[src/inc/pbm_pkg.sv]
/*
 * constants, state types and port bundles for the power-bank mode and charge controller.
 * assumes a free-running 200 MHz core clock and comparator flags already digital.
 */
package pbm_pkg;
    localparam int CLK_HZ = 200_000_000;
    localparam int TICK_US = 100;
    localparam int TICK_DIV = CLK_HZ / 1_000_000 * TICK_US;
    localparam int DEB_MS = 30;
    localparam int TRAN_MS = 2000;
    localparam int OFF_MS = 1500;
    localparam int LAMP_MS = 3000;
    localparam int HICCUP_MS = 2000;
    localparam int LIGHT_MS = 16000;
    localparam int DEB_TICKS = DEB_MS * 1000 / TICK_US + 1;
    localparam int TRAN_TICKS = TRAN_MS * 1000 / TICK_US;
    localparam int OFF_TICKS = OFF_MS * 1000 / TICK_US + 1;
    localparam int LAMP_TICKS = LAMP_MS * 1000 / TICK_US;
    localparam int HICCUP_TICKS = HICCUP_MS * 1000 / TICK_US;
    localparam int LIGHT_TICKS = LIGHT_MS * 1000 / TICK_US;
    localparam int CW = 18;
    localparam logic [1:0] CUR_OFF = 2'h0;
    localparam logic [1:0] CUR_PRE = 2'h1;
    localparam logic [1:0] CUR_FAST = 2'h2;
    localparam logic [1:0] CUR_CV = 2'h3;

    typedef enum logic [1:0] {PBM_HZ, PBM_GAP, PBM_CHARGE, PBM_BOOST} pbm_mode_t;
    typedef enum logic [1:0] {PBM_PRE, PBM_FAST, PBM_TOP, PBM_EOC} pbm_chg_t;

    typedef struct packed {
        logic input_supply;
        logic standby_select_pin;
        logic button_input;
        logic vout_low;
        logic bat_latch_low;
        logic bat_above_pre;
        logic bat_at_term;
        logic cur_below_eoc;
        logic bat_recharge;
        logic light_load;
    } pbm_in_t;

    typedef struct packed {
        logic input_pass_switch;
        logic converter_high_switch;
        logic converter_low_switch;
        logic buck_mode;
        logic boost_mode;
        logic reverse_block;
        logic lamp_driver_pin;
        logic [1:0] charge_current_set_pin;
        logic latched_off;
    } pbm_out_t;
endpackage

[src/hw/pbm_ctrl.sv]
/*
 * mode selection, button timing, hiccup, latch-off and charge sequencing.
 * assumes digital comparator flags, brought onto core_clk by a two-stage synchroniser; analog loops are outside.
 */
`timescale 1ns/1ps
module pbm_ctrl import pbm_pkg::*; #(
    parameter bit LAMP_VARIANT = 1'b0,
    parameter int TICK_DIV_P = TICK_DIV,
    parameter int DEB_P = DEB_TICKS,
    parameter int TRAN_P = TRAN_TICKS,
    parameter int OFF_P = OFF_TICKS,
    parameter int LAMP_P = LAMP_TICKS,
    parameter int HICCUP_P = HICCUP_TICKS,
    parameter int LIGHT_P = LIGHT_TICKS
) (
    input wire logic core_clk,
    input wire logic reset_n,
    input wire pbm_in_t pins,
    output pbm_out_t ctl
);
    typedef struct packed {
        pbm_in_t s1;
        pbm_in_t s2;
        logic [15:0] div;
        logic tick;
        pbm_mode_t mode;
        pbm_mode_t target;
        pbm_chg_t chg;
        logic boost_on;
        logic lamp;
        logic latch;
        logic hiccup;
        logic btn_done;
        logic [CW-1:0] gap_cnt;
        logic [CW-1:0] btn_cnt;
        logic [CW-1:0] hic_cnt;
        logic [CW-1:0] ll_cnt;
        pbm_out_t o;
    } pbm_state_t;

    pbm_state_t r, next_r;
    pbm_in_t s;
    pbm_mode_t want;

    // synchronised inputs, second stage only
    assign s = r.s2;

    // requested mode from pins and latches
    always_comb begin
        if (s.input_supply) begin
            want = PBM_CHARGE;
        end else if (!s.standby_select_pin && r.boost_on && !r.latch) begin
            want = PBM_BOOST;
        end else begin
            want = PBM_HZ;
        end
    end

    // next-state logic
    always_comb begin
        next_r = r;
        next_r.s1 = pins;
        next_r.s2 = r.s1;
        next_r.tick = 1'b0;
        if (r.div == 16'(TICK_DIV_P - 1)) begin
            next_r.div = 16'h0000;
            next_r.tick = 1'b1;
        end else begin
            next_r.div = r.div + 16'h0001;
        end
        // latch-off clears only when input supply appears
        if (s.input_supply) begin
            next_r.latch = 1'b0;
        end else if (r.mode == PBM_BOOST && s.bat_latch_low) begin
            next_r.latch = 1'b1;
            next_r.boost_on = 1'b0;
        end
        // button press timing
        if (s.button_input) begin
            next_r.btn_cnt = '0;
            next_r.btn_done = 1'b0;
        end else if (r.tick && !r.btn_done) begin
            next_r.btn_cnt = r.btn_cnt + CW'(1);
            if (!s.standby_select_pin && !r.boost_on && !r.latch
                    && r.btn_cnt == CW'(DEB_P - 1)) begin
                next_r.boost_on = 1'b1;
                if (!LAMP_VARIANT) begin
                    next_r.btn_done = 1'b1;
                end
            end
            if (!LAMP_VARIANT && r.boost_on && r.btn_cnt == CW'(OFF_P - 1)) begin
                next_r.boost_on = 1'b0;
                next_r.btn_done = 1'b1;
            end
            if (LAMP_VARIANT && r.btn_cnt == CW'(LAMP_P - 1)) begin
                next_r.lamp = !r.lamp;
                next_r.btn_done = 1'b1;
            end
        end
        if (r.latch || s.standby_select_pin) begin
            next_r.lamp = 1'b0;
        end
        // light-load auto off
        if (r.mode != PBM_BOOST || !s.light_load) begin
            next_r.ll_cnt = '0;
        end else if (r.tick) begin
            next_r.ll_cnt = r.ll_cnt + CW'(1);
            if (r.ll_cnt == CW'(LIGHT_P - 1)) begin
                next_r.boost_on = 1'b0;
                next_r.ll_cnt = '0;
            end
        end
        // hiccup on output undervoltage
        if (r.mode != PBM_CHARGE) begin
            next_r.hiccup = 1'b0;
            next_r.hic_cnt = '0;
        end else if (!r.hiccup && s.vout_low) begin
            next_r.hiccup = 1'b1;
            next_r.hic_cnt = '0;
        end else if (r.hiccup && r.tick) begin
            next_r.hic_cnt = r.hic_cnt + CW'(1);
            if (r.hic_cnt == CW'(HICCUP_P - 1)) begin
                next_r.hiccup = 1'b0;
            end
        end
        // mode machine with mandatory gap between charge and boost
        case (r.mode)
            PBM_HZ: begin
                if (want != PBM_HZ) begin
                    next_r.mode = want;
                end
            end
            PBM_CHARGE, PBM_BOOST: begin
                if (want != r.mode) begin
                    if (want == PBM_HZ) begin
                        next_r.mode = PBM_HZ;
                    end else begin
                        next_r.mode = PBM_GAP;
                        next_r.target = want;
                        next_r.gap_cnt = '0;
                    end
                end
            end
            PBM_GAP: begin
                if (r.tick) begin
                    next_r.gap_cnt = r.gap_cnt + CW'(1);
                    if (r.gap_cnt == CW'(TRAN_P - 1)) begin
                        next_r.mode = (want == r.target) ? want : PBM_HZ;
                    end
                end
            end
            default: next_r.mode = PBM_HZ;
        endcase
        // charge sequencer
        if (r.mode != PBM_CHARGE) begin
            next_r.chg = PBM_PRE;
        end else begin
            case (r.chg)
                PBM_PRE: if (s.bat_above_pre) next_r.chg = PBM_FAST;
                PBM_FAST: if (s.bat_at_term) next_r.chg = PBM_TOP;
                PBM_TOP: if (s.cur_below_eoc) next_r.chg = PBM_EOC;
                PBM_EOC: if (s.bat_recharge) next_r.chg = PBM_FAST;
                default: next_r.chg = PBM_PRE;
            endcase
        end
        // registered outputs
        next_r.o = '0;
        next_r.o.latched_off = next_r.latch;
        next_r.o.lamp_driver_pin = next_r.lamp;
        case (next_r.mode)
            PBM_CHARGE: begin
                next_r.o.input_pass_switch = !next_r.hiccup;
                next_r.o.converter_high_switch = 1'b1;
                next_r.o.converter_low_switch = 1'b1;
                next_r.o.buck_mode = 1'b1;
                case (next_r.chg)
                    PBM_PRE: next_r.o.charge_current_set_pin = CUR_PRE;
                    PBM_FAST: next_r.o.charge_current_set_pin = CUR_FAST;
                    PBM_TOP: next_r.o.charge_current_set_pin = CUR_CV;
                    default: next_r.o.charge_current_set_pin = CUR_OFF;
                endcase
            end
            PBM_BOOST: begin
                next_r.o.converter_high_switch = 1'b1;
                next_r.o.converter_low_switch = 1'b1;
                next_r.o.boost_mode = 1'b1;
                next_r.o.reverse_block = 1'b1;
            end
            default: begin
                next_r.o.reverse_block = 1'b1;
            end
        endcase
    end

    // state register, synchronous reset
    always_ff @(posedge core_clk) begin
        if (!reset_n) begin
            r <= '0;
            r.mode <= PBM_HZ;
            r.target <= PBM_HZ;
            r.chg <= PBM_PRE;
            r.s1.button_input <= 1'b1;
            r.s2.button_input <= 1'b1;
            r.s1.standby_select_pin <= 1'b1;
            r.s2.standby_select_pin <= 1'b1;
            r.o.reverse_block <= 1'b1;
        end else begin
            r <= next_r;
        end
    end

    assign ctl = r.o;

    property p_hz_off;
        @(posedge core_clk) disable iff (!reset_n)
        (r.mode == PBM_HZ || r.mode == PBM_GAP) |-> (ctl.input_pass_switch == 1'b0
            && ctl.converter_high_switch == 1'b0 && ctl.converter_low_switch == 1'b0);
    endproperty
    a_hz_off: assert property (p_hz_off) else $error("switch on in idle");

    property p_gap;
        @(posedge core_clk) disable iff (!reset_n)
        (r.mode == PBM_GAP && r.gap_cnt != CW'(TRAN_P - 1)) |=> r.mode == PBM_GAP;
    endproperty
    a_gap: assert property (p_gap) else $error("gap ended early");

    property p_no_direct;
        @(posedge core_clk) disable iff (!reset_n)
        (r.mode == PBM_CHARGE) |=> r.mode != PBM_BOOST;
    endproperty
    a_no_direct: assert property (p_no_direct) else $error("direct charge to boost");

    property p_boost_pass;
        @(posedge core_clk) disable iff (!reset_n)
        ctl.boost_mode |-> (!ctl.input_pass_switch && ctl.reverse_block);
    endproperty
    a_boost_pass: assert property (p_boost_pass) else $error("pass on in boost");

    property p_charge_sel;
        @(posedge core_clk) disable iff (!reset_n)
        (r.mode != PBM_GAP && s.input_supply) |=> (r.mode == PBM_CHARGE
            || r.mode == PBM_GAP);
    endproperty
    a_charge_sel: assert property (p_charge_sel) else $error("charge not chosen");

    property p_pre_cur;
        @(posedge core_clk) disable iff (!reset_n)
        (ctl.buck_mode && r.chg == PBM_PRE) |-> ctl.charge_current_set_pin == CUR_PRE;
    endproperty
    a_pre_cur: assert property (p_pre_cur) else $error("wrong precharge level");

    property p_order;
        @(posedge core_clk) disable iff (!reset_n)
        (r.chg == PBM_PRE && r.mode == PBM_CHARGE) |=> r.chg inside {PBM_PRE, PBM_FAST};
    endproperty
    a_order: assert property (p_order) else $error("charge state skipped");

    property p_latch;
        @(posedge core_clk) disable iff (!reset_n)
        (r.latch && !s.input_supply) |=> (r.latch && r.mode != PBM_BOOST);
    endproperty
    a_latch: assert property (p_latch) else $error("latch-off left");

    property p_hiccup;
        @(posedge core_clk) disable iff (!reset_n)
        (r.mode == PBM_CHARGE && !r.hiccup && s.vout_low && next_r.mode == PBM_CHARGE)
            |=> ##1 !ctl.input_pass_switch;
    endproperty
    a_hiccup: assert property (p_hiccup) else $error("no hiccup");

    c_boost: cover property (@(posedge core_clk) disable iff (!reset_n) ctl.boost_mode);
    c_gap: cover property (@(posedge core_clk) disable iff (!reset_n)
        r.mode == PBM_GAP ##1 r.mode == PBM_CHARGE);
    c_eoc: cover property (@(posedge core_clk) disable iff (!reset_n) r.chg == PBM_EOC);
    c_lamp: cover property (@(posedge core_clk) disable iff (!reset_n) ctl.lamp_driver_pin);
endmodule

[config.mk]
export PLATFORM = sky130hd
export DESIGN_NAME = pbm_ctrl
export DESIGN_NICKNAME = d
export VERILOG_FILES = /design/src/inc/pbm_pkg.sv /design/src/hw/pbm_ctrl.sv
export SDC_FILE = /design/constraint.sdc
export NUM_CORES = 1
export LEC_CHECK = 0
export BUFFER_PORTS_ARGS = -buffer_cell sky130_fd_sc_hd__clkbuf_2
export CORE_MARGIN = 2
export CORE_UTILIZATION = 60
export CTS_BUF_LIST = sky130_fd_sc_hd__clkbuf_4 sky130_fd_sc_hd__clkbuf_8 sky130_fd_sc_hd__clkbuf_16
export DETAILED_ROUTE_END_ITERATION = 16
export PLACE_DENSITY = 0.81
export SLEW_MARGIN = 20
export SYNTH_ARGS = -nofsm -noshare
export SYNTH_HDL_FRONTEND = slang
export SYNTH_SLANG_ARGS = --single-unit
export TNS_END_PERCENT = 100
[constraint.sdc]
create_clock -name core_clk -period 2.2 [get_ports core_clk]
set_input_delay 0 -clock core_clk [delete_from_list [all_inputs] [get_ports core_clk]]
set_output_delay 0 -clock core_clk [all_outputs]
set_load 0.03 [all_outputs]
==> reports/metrics.csv <==
metric,value,unit
post_cts_resized,0,
antenna_found_initial,0,
numPortBuffers,20,
crit_buf_inv,0,
setup.worst_path.class,reg2reg,
endpoint,ctl[2]$_SDFF_PN0_,
grt_pass1_vias,4765,
hold_class,reg2reg,
critical-path-top-delay-family,simple AND/OR/NAND/NOR gates,
grt_setup_unrepaired,false,
final_cell_mix,"dfxtp_1, nor2_1, nand2_1",
reg2reg_depth,4,
synth_edf_count,0,
numClockSinks,126,
clk_latency,520,ps
fin_nets,713,
clkPwrFrac,0.544,
synth.yosys.seq_area_share,0.4323,
arrival,2480,ps
p_sw_frac,0.2071,
cp-end-kind,flop,
finalHoldViolations,0,
drt_pass1_iterations,5,
fmax,0.4797,GHz
drtIter0Drc,333,
area_growth,16.68,%
clk_pin_slew,60,ps
r2r-start,r[77]$_SDFFE_PN0P_,
root_buffer,clkbuf_8,
clk_path_buf_depth,2,
cts_setup_buffers,0,
finalSetupViolCount,0,
cts_buffers,17,
maxCapViolations,0,
critical_path_peak_fanout,7,
antenna_cells,0,
detail-route-antenna-nets,0,
yosysTopAreaCell,dfxtp_1,
crit_cells,4,
place_inst,784,
die_y,102.6,um
start_util,0.6255,
pwr-share-seq,0.433,
cp.required,2590,ps
ys_async_sr_fraction,0,
num_rows,35,
slew_headroom,0.5490,
vias,5059,
grtUsageTotal,0.2576,
wl,12800,um
drive_gt1_frac,0.1073,
vdd_drop_max,0.5754,mV
vias_per_cell,6.044,
yosysTopAreaCellShare,0.4323,
synthesis.nets,683,
worstSetupStartpointType,flop,
routedWlPerCell,15.29,um
mostFrequentLayoutCell,dfxtp_1,
die_w,102.6,um
synthCells,665,
num_io_pins,22,
drc,0,
worst-r2r-setup-slack,120,ps
fin_tns_setup,0,ps
ys.flop_type,dfxtp_1,
synth_area_leaders,"dfxtp_1, nor2_1, a21oi_1, nand4_1, xor2_1",
postCtsHoldBufs,21,
die_area,10530,sq um
synth_cell_types,64,
slew_violations,0,
p_per_area,787.8,nW/um^2
worst_pin_slew,676.5,ps
post-dp-hpwl,8273,um
min_period,2084,ps
grt-ovfl-total,0,
grt_max_degree,31,
p_sw,1.111,mW
rr_endpoint,ctl[2]$_SDFF_PN0_,
skew,6.220,ps
core_area,9328,sq um
fin_crit_sh,0.9475,
synth-seq-cells,126,
cpMaxStageDelayCell,or4b_2,
place_congestion,0.8794,
startpoint,r[77]$_SDFFE_PN0P_,
yosysWarnings,0,
cpPeakStageDelay,640,ps
htreeDepth,4,
grt_pass1_wl,21430,um
outcome,completed,
power_frac_comb,0.023,
leakagePower,2.326,nW
path_cells,"or4b_2, nor3_1, o221ai_1, nor4_1",
avgSynthCellArea,8.773,sq um
p_int,4.252,mW
tritoncts,done,
final_cells,837,
syn_area,5834,sq um
-- worst min-delay path by stage --
| stage | start | end | slack (ps) | depth (start not counted) |
|---|---|---|---|---|
| after floorplan | pins[7] | next_r[117]$_SDFF_PN1_ | 100 | 1 |
| after global placement | pins[8] | next_r[118]$_SDFF_PN1_ | 200 | 2 |
| after detailed placement | pins[8] | next_r[118]$_SDFF_PN1_ | 200 | 2 |
| after CTS | next_r[117]$_SDFF_PN1_ | r[117]$_SDFF_PN1_ | 430 | 1 |
| after global routing | next_r[118]$_SDFF_PN1_ | r[118]$_SDFF_PN1_ | 430 | 1 |
| final | next_r[117]$_SDFF_PN1_ | r[117]$_SDFF_PN1_ | 430 | 1 |
-- worst reg2reg max path: cells and delay by family (launching register included) --
family	cells	cell delay (ps)
AO/OA/AOI/OAI	1	330
flip-flops	1	350
AND/OR/NAND/NOR	3	1280
-- kinds of logic after synthesis --
group | after synthesis | synth area share
other | 1 | 0.0006427
flip-flops | 126 | 0.4323
XOR/XNOR | 41 | 0.06155
multiplexers | 5 | 0.008793
AO/OA/AOI/OAI | 110 | 0.1210
AND/OR/NAND/NOR | 318 | 0.3150
adder cells (fa/ha/maj) | 6 | 0.01287
buffers and inverters | 58 | 0.04782
-- cells in the mapped netlist, types with 2 or more instances --
cell	n
o21ai_0	18
and3_1	13
o21bai_1	2
nor4_1	15
a21oi_1	43
nor4b_1	4
nand3b_1	7
o211ai_1	3
a31oi_1	4
nand3_1	29
nor3b_1	3
and2_1	24
xnor2_1	18
nor2_1	59
xor2_1	23
mux2i_1	4
dfxtp_1	126
clkbuf_1	15
or3_1	13
inv_1	18
or4b_1	2
buf_1	3
nand4_1	33
nand4b_1	3
buf_4	11
buf_2	8
o31ai_1	21
nor2b_1	3
nor3_1	13
clkbuf_2	2
and4_1	9
o211a_1	2
nand2b_1	10
and4b_1	2
ha_1	6
or4_1	21
a21o_1	2
a41o_1	2
o21a_1	3
nand2_1	44
-- flip-flops by register name (all words and copies together), names as in the netlist --
signal,flops
ctl,8
next_r,10
r,108
-- power by group through the flow --
stage	sequential, mW	clock (mW)	combinational, mW
6_report	2.32	2.92	0.121
5_1_grt	2.32	3.07	0.132
4_1_cts	2.32	2.94	0.120
3_5_place_dp	2.37	0	0.0914
3_3_place_gp	2.37	0	0.0890
2_1_floorplan	2.37	0	0.0687
-- cell type report --
class,count,area [sq um]
clock buffers,19,435.4
clock inverters,13,190.2
fillers,649,2520
inverters,18,67.56
multi-input cells,481,3033
flip-flops and latches,126,2522
well taps,129,161.4
repair buffers,51,397.9
-- metrics by stage --
step           area [sq um]  worst slack (ps)  total power [mW]  hold slack [ps]  utilization
6_report               6808             115.6             5.363            427.0       0.7298
5_1_grt                6808             18.19             5.529            434.7       0.7298
4_1_cts                6808             180.0             5.385            428.9       0.7298
3_5_place_dp           5972             214.7             2.464            204.7       0.6402
3_3_place_gp           5972             279.3             2.460            202.9       0.6402
2_1_floorplan          5834             425.7             2.435            101.5            -
-- routing by layer --
| layer | global-route usage | routed length, um | up-vias |
|---|---|---|---|
| met1 | 0.3043 | 5344 | 2417 |
| met3 | 0.05695 | 593 | 23 |
| li1 | - | - | 2482 |
| met2 | 0.4535 | 6663 | 137 |
| met4 | 0.1046 | 197 | 0 |
| met5 | 0 | 0 | - |
(Power assumes the default switching activity.)
